**config.mk**
```make
export PLATFORM = sky130hd
export DESIGN_NAME = odct_decoder
export DESIGN_NICKNAME = d
export VERILOG_FILES = /design/src/odct_pkg.sv /design/src/odct_decoder.sv /design/src/odct_frame_clocks.sv
export SDC_FILE = /design/constraint.sdc
export NUM_CORES = 1
export LEC_CHECK = 0
export BUFFER_PORTS_ARGS = -buffer_cell sky130_fd_sc_hd__buf_2
export CORE_MARGIN = 10
export CORE_UTILIZATION = 51
export DETAILED_ROUTE_END_ITERATION = 10
export PLACE_DENSITY = 0.76
export SLEW_MARGIN = 20
export SYNTH_ARGS = -nofsm -noshare
export SYNTH_HDL_FRONTEND = slang
export SYNTH_SLANG_ARGS = --single-unit
```
**constraint.sdc**
```tcl
create_clock -name sys_clk_in -period 3 [get_ports sys_clk_in]
set_input_delay 0 -clock sys_clk_in [delete_from_list [all_inputs] [get_ports sys_clk_in]]
set_output_delay 0 -clock sys_clk_in [all_outputs]
set_load 0.05 [all_outputs]
```
**src/odct_pkg.sv**
```systemverilog
// Opcode patterns, operand fields and clock counts for the decoder
package odct_pkg;
    localparam logic [7:0] OP_SEG_LOAD = 8'h8E;
    localparam logic [7:0] OP_SEG_STORE = 8'h8C;
    localparam logic [7:0] OP_ADD_MASK = 8'hFC;
    localparam logic [7:0] OP_ADD = 8'h00;
    localparam logic [7:0] OP_FRAME_BUILD = 8'hC8;
    localparam logic [7:0] OP_FRAME_TEARDOWN = 8'hC9;
    localparam logic [7:0] OP_FLAGS_TO_ACC_HIGH = 8'h9F;
    localparam logic [7:0] OP_ACC_HIGH_TO_FLAGS = 8'h9E;
    localparam logic [7:0] OP_TABLE_TRANSLATE = 8'hD7;
    localparam logic [7:0] OP_FAR_PTR_DATA_SEG = 8'hC5;
    localparam logic [7:0] OP_FAR_PTR_EXTRA_SEG = 8'hC4;
    localparam logic [1:0] MOD_REGISTER = 2'h3;
    localparam int MOD_HI = 7;
    localparam int MOD_LO = 6;
    localparam int DIR_BIT = 1;
    localparam int WIDTH_BIT = 0;
    localparam int CLK_W = 12;
    localparam logic [11:0] CLK_SEG_LOAD_REG = 12'h003;
    localparam logic [11:0] CLK_SEG_LOAD_MEM = 12'h008;
    localparam logic [11:0] CLK_SEG_STORE_REG = 12'h002;
    localparam logic [11:0] CLK_SEG_STORE_MEM = 12'h002;
    localparam logic [11:0] CLK_ADD_REG = 12'h001;
    localparam logic [11:0] CLK_ADD_MEM = 12'h007;
    localparam logic [11:0] CLK_BUILD_L0 = 12'h007;
    localparam logic [11:0] CLK_BUILD_BASE = 12'h00B;
    localparam logic [11:0] CLK_BUILD_STEP = 12'h00A;
    localparam logic [11:0] CLK_TEARDOWN = 12'h007;
    localparam logic [11:0] CLK_FLAG_XFER = 12'h002;
    localparam logic [11:0] CLK_TRANSLATE = 12'h00A;
    localparam logic [11:0] CLK_FAR_PTR = 12'h00E;
    typedef enum logic [3:0] {
        ODCT_NONE = 4'h0,
        ODCT_SEG_LOAD = 4'h1,
        ODCT_SEG_STORE = 4'h2,
        ODCT_ADD = 4'h3,
        ODCT_FRAME_BUILD = 4'h4,
        ODCT_FRAME_TEARDOWN = 4'h5,
        ODCT_FLAGS_TO_ACC_HIGH = 4'h6,
        ODCT_ACC_HIGH_TO_FLAGS = 4'h7,
        ODCT_TABLE_TRANSLATE = 4'h8,
        ODCT_FAR_PTR_DATA_SEG = 4'h9,
        ODCT_FAR_PTR_EXTRA_SEG = 4'hA,
        ODCT_UNKNOWN = 4'hF
    } odct_op_e;
    typedef enum logic [2:0] {
        ODCT_IDLE = 3'b000,
        ODCT_OPERAND = 3'b100,
        ODCT_SIZE_LO = 3'b001,
        ODCT_SIZE_HI = 3'b011,
        ODCT_LEVEL = 3'b010
    } odct_state_e;
endpackage

```
**src/odct_decoder.sv**
```systemverilog
// Instruction decoder assigning an execution clock count to each recognised form
module odct_decoder (
    input wire logic sys_clk_in,
    input wire logic srst_in,
    input wire logic byte_valid_in,
    input wire logic [7:0] byte_in,
    output logic byte_ready_out,
    output logic done_out,
    output odct_pkg::odct_op_e op_out,
    output logic [odct_pkg::CLK_W-1:0] clocks_out,
    output logic mem_operand_out,
    output logic dir_out,
    output logic word_out,
    output logic [2:0] reg_field_out,
    output logic [15:0] frame_size_out,
    output logic [7:0] frame_level_out
);
    import odct_pkg::*;

    typedef struct packed {
        odct_state_e state;
        odct_op_e pend;
        logic dir;
        logic word;
        logic [15:0] size;
        logic done;
        odct_op_e op;
        logic [CLK_W-1:0] clocks;
        logic mem;
        logic [2:0] reg_field;
        logic [7:0] level;
        logic ready;
    } odct_state_s;

    odct_state_s cur;
    odct_state_s next_cur;
    logic [CLK_W-1:0] build_clocks;

    odct_frame_clocks u_frame (
        .level_in(byte_in),
        .clocks_out(build_clocks)
    );

    always_comb begin
        logic is_mem;
        is_mem = byte_in[MOD_HI:MOD_LO] != MOD_REGISTER;
        next_cur = cur;
        next_cur.done = 1'b0;
        // Ready is low until the first clock after reset, then always high; no internal buffering
        next_cur.ready = 1'b1;
        if (byte_valid_in) begin
            unique case (cur.state)
                ODCT_IDLE: begin
                    next_cur.dir = byte_in[DIR_BIT];
                    next_cur.word = byte_in[WIDTH_BIT];
                    next_cur.state = ODCT_OPERAND;
                    next_cur.mem = 1'b0;
                    next_cur.size = 16'h0000;
                    next_cur.level = 8'h00;
                    next_cur.reg_field = 3'h0;
                    if (byte_in == OP_SEG_LOAD) begin
                        next_cur.pend = ODCT_SEG_LOAD;
                    end else if (byte_in == OP_SEG_STORE) begin
                        next_cur.pend = ODCT_SEG_STORE;
                    end else if ((byte_in & OP_ADD_MASK) == OP_ADD) begin
                        next_cur.pend = ODCT_ADD;
                    end else if (byte_in == OP_FAR_PTR_DATA_SEG) begin
                        next_cur.pend = ODCT_FAR_PTR_DATA_SEG;
                    end else if (byte_in == OP_FAR_PTR_EXTRA_SEG) begin
                        next_cur.pend = ODCT_FAR_PTR_EXTRA_SEG;
                    end else if (byte_in == OP_FRAME_BUILD) begin
                        next_cur.pend = ODCT_FRAME_BUILD;
                        next_cur.state = ODCT_SIZE_LO;
                    end else begin
                        next_cur.state = ODCT_IDLE;
                        next_cur.done = 1'b1;
                        next_cur.dir = 1'b0;
                        next_cur.word = 1'b0;
                        // Single-byte forms finish on their own byte
                        if (byte_in == OP_FRAME_TEARDOWN) begin
                            next_cur.op = ODCT_FRAME_TEARDOWN;
                            next_cur.clocks = CLK_TEARDOWN;
                        end else if (byte_in == OP_FLAGS_TO_ACC_HIGH) begin
                            next_cur.op = ODCT_FLAGS_TO_ACC_HIGH;
                            next_cur.clocks = CLK_FLAG_XFER;
                        end else if (byte_in == OP_ACC_HIGH_TO_FLAGS) begin
                            next_cur.op = ODCT_ACC_HIGH_TO_FLAGS;
                            next_cur.clocks = CLK_FLAG_XFER;
                        end else if (byte_in == OP_TABLE_TRANSLATE) begin
                            next_cur.op = ODCT_TABLE_TRANSLATE;
                            next_cur.clocks = CLK_TRANSLATE;
                        end else begin
                            // Forms outside this decoder report zero clocks
                            next_cur.op = ODCT_UNKNOWN;
                            next_cur.clocks = '0;
                        end
                    end
                end
                ODCT_OPERAND: begin
                    next_cur.state = ODCT_IDLE;
                    next_cur.done = 1'b1;
                    next_cur.op = cur.pend;
                    next_cur.mem = is_mem;
                    next_cur.reg_field = byte_in[5:3];
                    unique case (cur.pend)
                        ODCT_SEG_LOAD: next_cur.clocks = is_mem ? CLK_SEG_LOAD_MEM : CLK_SEG_LOAD_REG;
                        ODCT_SEG_STORE: next_cur.clocks = is_mem ? CLK_SEG_STORE_MEM : CLK_SEG_STORE_REG;
                        ODCT_ADD: next_cur.clocks = is_mem ? CLK_ADD_MEM : CLK_ADD_REG;
                        // Register operand is not a legal pointer source; count is kept anyway
                        default: next_cur.clocks = CLK_FAR_PTR;
                    endcase
                end
                ODCT_SIZE_LO: begin
                    next_cur.size[7:0] = byte_in;
                    next_cur.state = ODCT_SIZE_HI;
                end
                ODCT_SIZE_HI: begin
                    next_cur.size[15:8] = byte_in;
                    next_cur.state = ODCT_LEVEL;
                end
                ODCT_LEVEL: begin
                    next_cur.state = ODCT_IDLE;
                    next_cur.done = 1'b1;
                    next_cur.op = ODCT_FRAME_BUILD;
                    next_cur.level = byte_in;
                    next_cur.clocks = build_clocks;
                end
                default: next_cur.state = ODCT_IDLE;
            endcase
        end
    end

    always_ff @(posedge sys_clk_in) begin
        if (srst_in) begin
            cur <= '{state: ODCT_IDLE, pend: ODCT_NONE, op: ODCT_NONE, default: '0};
        end else begin
            cur <= next_cur;
        end
    end

    assign byte_ready_out = cur.ready;
    assign done_out = cur.done;
    assign op_out = cur.op;
    assign clocks_out = cur.clocks;
    assign mem_operand_out = cur.mem;
    assign dir_out = cur.dir;
    assign word_out = cur.word;
    assign reg_field_out = cur.reg_field;
    assign frame_size_out = cur.size;
    assign frame_level_out = cur.level;
endmodule

```
**src/odct_frame_clocks.sv**
```systemverilog
// Clock count of the stack-frame build for a nesting level
module odct_frame_clocks (
    input wire logic [7:0] level_in,
    output logic [odct_pkg::CLK_W-1:0] clocks_out
);
    import odct_pkg::*;
    always_comb begin
        if (level_in == 8'h00) begin
            clocks_out = CLK_BUILD_L0;
        end else begin
            // 11 + 10 * (L - 1); 255 levels at most fits 12 bits
            clocks_out = CLK_BUILD_BASE + CLK_W'(CLK_BUILD_STEP * CLK_W'(level_in - 8'h01));
        end
    end
endmodule

```
# Word-level counts from Yosys, hierarchy flattened
# Cells that the tools add are included.
# W data, S select, Z words.
[totals] regBits=55 out_inout_bits=48 elab_cells=96
[op_classes] add_sub_neg=2 n_mul=1 eq_ne=23 n_mux=39 bitwise_logic=1 reduce_logical=17
[op_table] operator="$mux W17" count=6
[op_table] operator="$eq A8 B8 Y1 const B" count=9
[op_table] operator="$pmux W17 S3" count=1
[op_table] operator="$mux W16" count=3
[op_table] operator="$pmux W8 S2" count=3
[op_table] operator="$mux W4" count=7
[op_table] operator="$mux W3" count=6
[op_table] operator="$logic_not A8 Y1" count=2
[op_table] operator="$mux W15" count=1
[op_table] operator="$ne A2 B2 Y1 const B" count=7
[op_table] operator="$add A4 B12 Y12 const A" count=1
[op_table] operator="$mul A3 B12 Y11 const A" count=1
[op_table] operator="$mux W12" count=1
[op_table] operator="$mux W2" count=6
[op_table] operator="$pmux W4 S3" count=1
[op_table] operator="$reduce_and A2 Y1" count=5
[op_table] operator="$pmux W3 S3" count=1
[op_table] operator="$sub A8 B1 Y9 const B" count=1
[op_table] operator="$eq A4 B2 Y1 const B" count=2
[op_table] operator="$pmux W4 S2" count=1
[op_table] operator="$reduce_and A8 Y1" count=1
[op_table] operator="$reduce_bool A2 Y1" count=4
[op_table] operator="$eq A3 B2 Y1 const B" count=2
[op_table] operator="$reduce_bool A6 Y1" count=1
[op_table] operator="other kinds (9)" count=10

# Logic depth before layout (Yosys ltp)
# Gate-level depths: netlist (run 1).
[depth] word_depth=12 depth_mapped=15 ltp_nobuf=13

# By module
# Synthesis (run 1) repeated with hierarchy kept, for this count alone.
[hier_totals] cells_unflattened=458 area_unflattened_um2=3653.5
[modules_own_cells] module="odct_decoder" instances=1 cells_per_inst=358 area_per_inst_um2=2887.8 seq_area_each_um2=1101.1
[modules_own_cells] module="odct_frame_clocks" instances=1 cells_per_inst=100 area_per_inst_um2=765.7 seq_area_each_um2=0.0

# Worst setup path before layout (run 1)
# Ideal clock, no wire load.
[synth_path] path_kind="input -> register" from="in byte_in[2]" to="reg cur, in the netlist clocks_out[11]" setup_time_ns=0.117 arrival_ns=2.746 setup_slack_ns=0.137 stages=13 path_buffers=1 path_cell_list="buf_2 -> or3_1 -> xnor2_1 -> ha_1 -> ha_1 -> fa_1 -> a21o_1 -> a21oi_1 -> xnor2_1 -> nand3_1 -> nor3_1 -> xnor2_1 -> o21ai_1"
[synth_via] elab_chain_cells=11 elab_cells_between_ends=31 classes_between="add/sub (2); mul (1); eq/ne (14); mux (11); reduce/logical (3)"
[synth_rtl] item="start: declaration" line_no="odct_decoder.sv:6" text="input wire logic [7:0] byte_in,"
[synth_rtl] item="branches (longest 11 deep; another with $mul A3 B12 Y11)"
[synth_rtl] item="end signal: assignment" line_no="odct_decoder.sv:137" text="cur <= next_cur;"
[synth_rtl] item="end: declaration" line_no="odct_decoder.sv:35" text="odct_state_s cur;"
# Parallel ways; which one is timed is not known. The select of a mux whose other input is x is not followed.
# A chain may end at the register's enable or synchronous reset.

# Final worst setup path (run 1)
[layout_path] from="in byte_in[0]" to="reg cur, in the netlist clocks_out[11]"
# Same word-level chain as after synthesis.

==> results of run 1 <==
## layout by cell type, fill, tap and decap left out, types with 2 or more instances in the layout
cell type and n:
buf_2 58, dfxtp_1 55, a21oi_1 47, nand3_1 38, nand2_1 34, nor2_1 32
ha_1 18, xnor2_1 15, o21ai_0 15, inv_1 11, nor3_1 10, xor2_1 9
buf_4 9, and3_1 7, a22o_1 7, clkbuf_8 6, nor2b_1 4, a211oi_1 4
o21a_1 3, and2_1 3, a22oi_1 3, a21o_1 3, or3_1 2, nand2b_1 2
nor4_1 2, nand3b_1 2, or2_2 2, nor2_2 2, o21ai_1 2, o21bai_1 2
dlygate4sd3_1 2
## critical path: stages
cell	delay, ns
buf_2	0.12
inv_1	0.12
ha_1	0.33
nand2_1	0.10
xnor2_1	0.21
ha_1	0.30
fa_1	0.49
a21o_1	0.18
a21oi_1	0.16
xnor2_1	0.20
nand3_1	0.18
nor3_1	0.22
xnor2_1	0.16
o21ai_1	0.07
## synthesized netlist by cell type, types with 2 or more instances
master / n / share of area [%]
dfxtp_1: 55 / 31
buf_4: 45 / 9.6
nor3_1: 10 / 1.4
o21bai_1: 2 / 0.43
a21oi_1: 47 / 6.7
a211oi_1: 4 / 0.86
a22oi_1: 3 / 0.64
inv_1: 11 / 1.2
o21ai_0: 15 / 2.1
nand2_1: 34 / 3.6
buf_2: 3 / 0.43
or3_1: 2 / 0.36
nor2_2: 2 / 0.36
a21o_1: 3 / 0.64
o21a_1: 3 / 0.64
a22o_1: 7 / 1.7
clkbuf_1: 15 / 1.6
or2_2: 2 / 0.36
o21ai_1: 2 / 0.29
nor4_1: 2 / 0.36
nor2b_1: 4 / 0.71
xor2_1: 9 / 2.2
and3_1: 7 / 1.2
ha_1: 18 / 6.4
nor2_1: 32 / 3.4
nand2b_1: 2 / 0.36
and2_1: 3 / 0.53
nand3_1: 38 / 5.4
nand3b_1: 2 / 0.43
buf_6: 3 / 0.96
xnor2_1: 15 / 3.7
## metrics by stage
step                setup slack (ns)  total power, mW  std cells  hold slack [ns]  area (um2)
floorplan                     0.1374            1.060        430           0.1257        3511
global placement              0.1415            1.124        510           0.2845        3522
detailed placement           0.03673            1.130        510           0.3057        3522
CTS                           0.3781            1.654        520          0.01103        3664
global route                 0.07944            1.721        520          0.03616        3664
finish                        0.3683            1.643        521          0.01959        3666
## where the power goes
| part | total (mW) | internal, mW | switching, mW |
|---|---|---|---|
| registers | 0.746 | 0.740 | 0.00594 |
| logic | 0.372 | 0.142 | 0.230 |
| clock network | 0.525 | 0.275 | 0.250 |
| total | 1.64 | 1.16 | 0.486 |
## sequential cells by signal, indices dropped and copies added (netlist names)
name and count:
frame_size_out 16, frame_level_out 8, dir_out 1, mem_operand_out 1, word_out 1, op_out 4
byte_ready_out 1, done_out 1, reg_field_out 3, cur 7, clocks_out 12
## layout make-up
cell class | instances | share of cell area, %
diodes | 1 | 0.06826
clock buffers | 6 | 2.253
clock inverters | 2 | 1.058
inverters | 11 | 1.126
multi-input cells | 297 | 52.42
flip-flops and latches | 55 | 30.03
well taps | 80 | 2.730
repair buffers | 69 | 10.31
## cells by family (layout without fill, tap and decap cells)
group                      after synthesis  in the layout
other                                    0              1
and+or+nand+nor                        152            152
DFF                                     55             55
adders and majority gates               19             19
AOI/OAI and AO/OA                      101            101
muxes                                    1              1
xor gates and xnor gates                24             24
buffers and inverters                   78             88
## how the worst max path moves through the flow
stage	from	to	slack, ns	cells after the start
floorplan	byte_in[2]	clocks_out[11]	0.14	13
global placement	byte_in[2]	clocks_out[11]	0.14	13
detailed placement	byte_in[0]	clocks_out[11]	0.04	14
CTS	byte_in[0]	clocks_out[11]	0.38	14
global route	byte_in[0]	clocks_out[11]	0.08	14
finish	byte_in[0]	clocks_out[11]	0.37	14
## layer usage
metal | share of wire (%) | track usage (%)
met1 | 43 | 19.84
met2 | 47 | 25.01
met3 | 8.5 | 3.820
met4 | 1.3 | 5.455
met5 | 0 | 0
==> flow_summary.toml, run 1 <==
[final_layout]
ff_latch_area_um2 = 1101
multi_input_comb_area_um2 = 1922
utilization_pct = 54.26
nNetsFinal = 469
fill_cells = 669
area_delta_synth_final_pct = 4.419
drive_gt1_share_pct = 20.68

[die]
die_width_um = 103.0
die_y_um = 103.0
ios = 59
die-area_um2 = 10600
coreArea_um2 = 6756
rows = 30
start_util_pct = 51.96

[clocking]
ctsLongestPathBuffers = 2
tritoncts = "yes"
cts_made_buffers = 5
clk_latency_ns = 0.32
cts_num_sinks = 55
cts_resized = 0
cts.reportedPaths.clkPinSlew_ns = 0.10
cts_htree_levels = 2
holdBufCountCts = 2
root_buffer = "clkbuf_8"
cts_setup_buffers = 0

[synth]
yosysSeqAreaShare_pct = 31.36
synth_fa_ha_area_share_pct = 6.985
synth-main-ff-cell = "dfxtp_1"
synthesis.area_um2 = 3511
muxShareOfSynthArea_pct = 0.2851
synth_cell_type_count = 61
synth_simple_gate_area_share_pct = 22.31
yosysWarnings = 0
synth_edf_count = 0
async_flop_share_pct = 0
syn_avg_cell_area_um2 = 8.165
synthesis.nets = 460
synth_seq_cells = 55
netlist_instances = 430
synth_top_family_by_area = "simple AND/OR/NAND/NOR gates"
synth-compound-area-share_pct = 19.17
synth_xor_area_share_pct = 5.987

[sta]
tightestPinTransition_ns = 0.7739
finalSetupViolCount = 0
grt_setup_unrepaired = "false"
relSlewSlack_pct = 48.33
skew_ns = 0.01530
finalCritPeriodShare_pct = 87.72
max_freq_mhz = 380.0
hold_violations = 0
finalCriticalPeriod_ns = 2.632
slew_violations = 0
setup_tns_ns = 0

[setup_path]
crit_type = "input pin to flop"
r2r_cells = 4
worstReg2RegEnd = "frame_size_out[15]"
worstSetupStartpointType = "input pin"
path_max_fanout = 7
end_kind = "flop"
worstPathArrival_ns = 2.84
reg2reg_from = "cur[52]"
cp_data_required_time_ns = 3.21
regToRegSetupSlack_ns = 0.90

[routing]
drtIter0Drc = 127
wire_per_inst_um = 15.88
dr_total_vias = 2946
ant_nets = 0
drc = 0
first_pass_iters = 5
wl_um = 8272
vias_per_cell = 5.655

[placement]
gp_congestion = 0.9225
hpwl_um = 6081
port_buffers = 58

[flow_run]
drv_cap = 0

[global_route]
antenna_found_initial = 1
grt_pass1_vias = 2787
track_usage_pct = 15.59
overflow = 0
grt_max_degree = 45
grt_pass1_wl_um = 13360

[worst_hold_path]
whs_endpoint = "frame_size_out[11]"
whs_path_depth = 3
hp-start = "byte_in[3]"
min_path_type = "input pin to flop"

[power]
power_leakage_nw = 1.568
p_per_area_nw_per_um2 = 448.1
ir_drop_uv = 212.6

[status]
status = "complete, no violations"
(Power assumes the default switching activity.)
==> run 2, diff against run 1 <==
CORE_UTILIZATION = 53   (was 51)
CTS_BUF_LIST = sky130_fd_sc_hd__clkbuf_4   (was not set)
PLACE_DENSITY = 0.79   (was 0.76)
==> flow_summary.toml, run 2 (synthesis results as in run 1) <==
[worst_hold_path]
whs_endpoint = "frame_size_out[5]"
min_path_type = "input pin to flop"
whs_path_depth = 3
hp-start = "byte_in[5]"

[setup_path]
path_cells = "dlygate4sd3_1 -> buf_2 -> nor2_4 -> nand3_1 -> xnor2_1 -> ha_1 -> ha_1 -> nand3_1 -> nand2_1 -> a41o_1 -> a2111o_1 -> nand3_1 -> xnor2_1 -> o21ai_1"
worstPathArrival_ns = 3.11
crit_type = "input pin to flop"
reg2reg_from = "cur[52]"
r2r_cells = 4
crit_top_cell = "nand3_1"
cpPeakStageDelay_ns = 0.54
end_kind = "flop"
cp_data_required_time_ns = 3.29
worstReg2RegEnd = "op_out[3]"
path_max_fanout = 8
regToRegSetupSlack_ns = 0.93
worstSetupStartpointType = "input pin"
crit_path_top_delay_cell = "dlygate4sd3_1"

[final_layout]
area_delta_synth_final_pct = 4.312
utilization_pct = 57.35
fill_cells = 618
nNetsFinal = 473
final_common_cell = "buf_2"
fin_cells = 521
mostFrequentLayoutCells = "buf_2 (58), dfxtp_1 (55), a21oi_1 (46)"
drive_gt1_share_pct = 21.85
largest_reg_flops = 16
fin_area_um2 = 3662
diodes = 0

[global_route]
track_usage_pct = 16.30
antenna_found_initial = 0
grt_pass1_vias = 2856
overflow = 0
grt_max_degree = 45
grt_pass1_wl_um = 13810

[power]
power_leakage_nw = 1.568
total_power_mw = 1.456
ir_drop_uv = 259.1
p_per_area_nw_per_um2 = 397.5

[die]
die_y_um = 101.4
coreArea_um2 = 6386
die_width_um = 101.4
ios = 59
rows = 29
start_util_pct = 54.98
die-area_um2 = 10280

[clocking]
root_buffer = "clkbuf_4"
tritoncts = "yes"
ctsLongestPathBuffers = 2
cts_made_buffers = 5
cts_htree_levels = 2
clk_latency_ns = 0.39
cts_num_sinks = 55
cts.reportedPaths.clkPinSlew_ns = 0.16

[placement]
dp.cells = 509
port_buffers = 58
place_area_um2 = 3533
gp_congestion = 0.9376
hpwl_um = 6419
dp_slack_ns = 0.03058

[routing]
wl_um = 8548
first_pass_iters = 5
dr_total_vias = 2996
drc = 0
ant_nets = 0
wire_per_inst_um = 16.41
drtIter0Drc = 233
vias_per_cell = 5.750

[sta]
relSlewSlack_pct = 46.34
holdWs_ns = 0.01740
hold_violations = 0
slew_violations = 0
max_freq_mhz = 354.6
setup_tns_ns = 0
fin_ws_ns = 0.1798
skew_ns = 0.01296
finalCriticalPeriod_ns = 2.820
tightestPinTransition_ns = 0.8037
finalCritPeriodShare_pct = 94.01
finalSetupViolCount = 0

[flow_run]
drv_cap = 0

[status]
status = "complete, no violations"
run 2: routing by layer:
metal	vias to the layer above	GRT usage (%)	share of wire, %
met5	-	0	0
met4	0	4.502	0.97
met3	10	4.629	7.1
met2	92	26.76	48
met1	1412	20.35	44
li1	1482	-	-
run 2: timing repair:
item                                   4_1_cts  5_1_grt
resized for setup                            0        6
hold buffers                                 4        0
setup endpoints to repair                    0        4
buffers inserted                             0        0
endpoints found under the hold margin        8        0
run 2: worst max path at each step:
stage	cells after the start	to	from	slack, ns
6_report	14	clocks_out[11]	byte_in[3]	0.18
5_1_grt	14	clocks_out[11]	byte_in[3]	-0.008
4_1_cts	14	clocks_out[11]	byte_in[3]	0.02
3_5_place_dp	14	clocks_out[11]	byte_in[0]	0.03
3_3_place_gp	13	clocks_out[11]	byte_in[1]	0.14
2_1_floorplan	13	clocks_out[11]	byte_in[2]	0.14
run 2: cell type report:
type | count | area (um2) | share of cell area [%]
Sequential cell | 55 | 1101 | 30.07
Clock buffer | 5 | 37.54 | 1.025
Multi-Input combinational cell | 297 | 1953 | 53.33
Timing Repair Buffer | 73 | 412.9 | 11.27
Tap cell | 77 | 96.34 | 2.631
Clock inverter | 3 | 20.02 | 0.5466
Inverter | 11 | 41.29 | 1.127
run 2: worst max-delay path: cells and delay by family:
kind,cells,cell delay [ns]
AOI/OAI and AO/OA,3,0.75
and+or+nand+nor,5,0.55
xor gates and xnor gates,2,0.41
buffers and inverters,2,0.75
adders and majority gates,2,0.66
run 2: where the power goes:
part / switching [mW] / leakage, nW / internal (mW)
combinational: 0.236 / 1.09 / 0.150
clock: 0.234 / 0.0288 / 0.0905
sequential: 0.00567 / 0.446 / 0.741
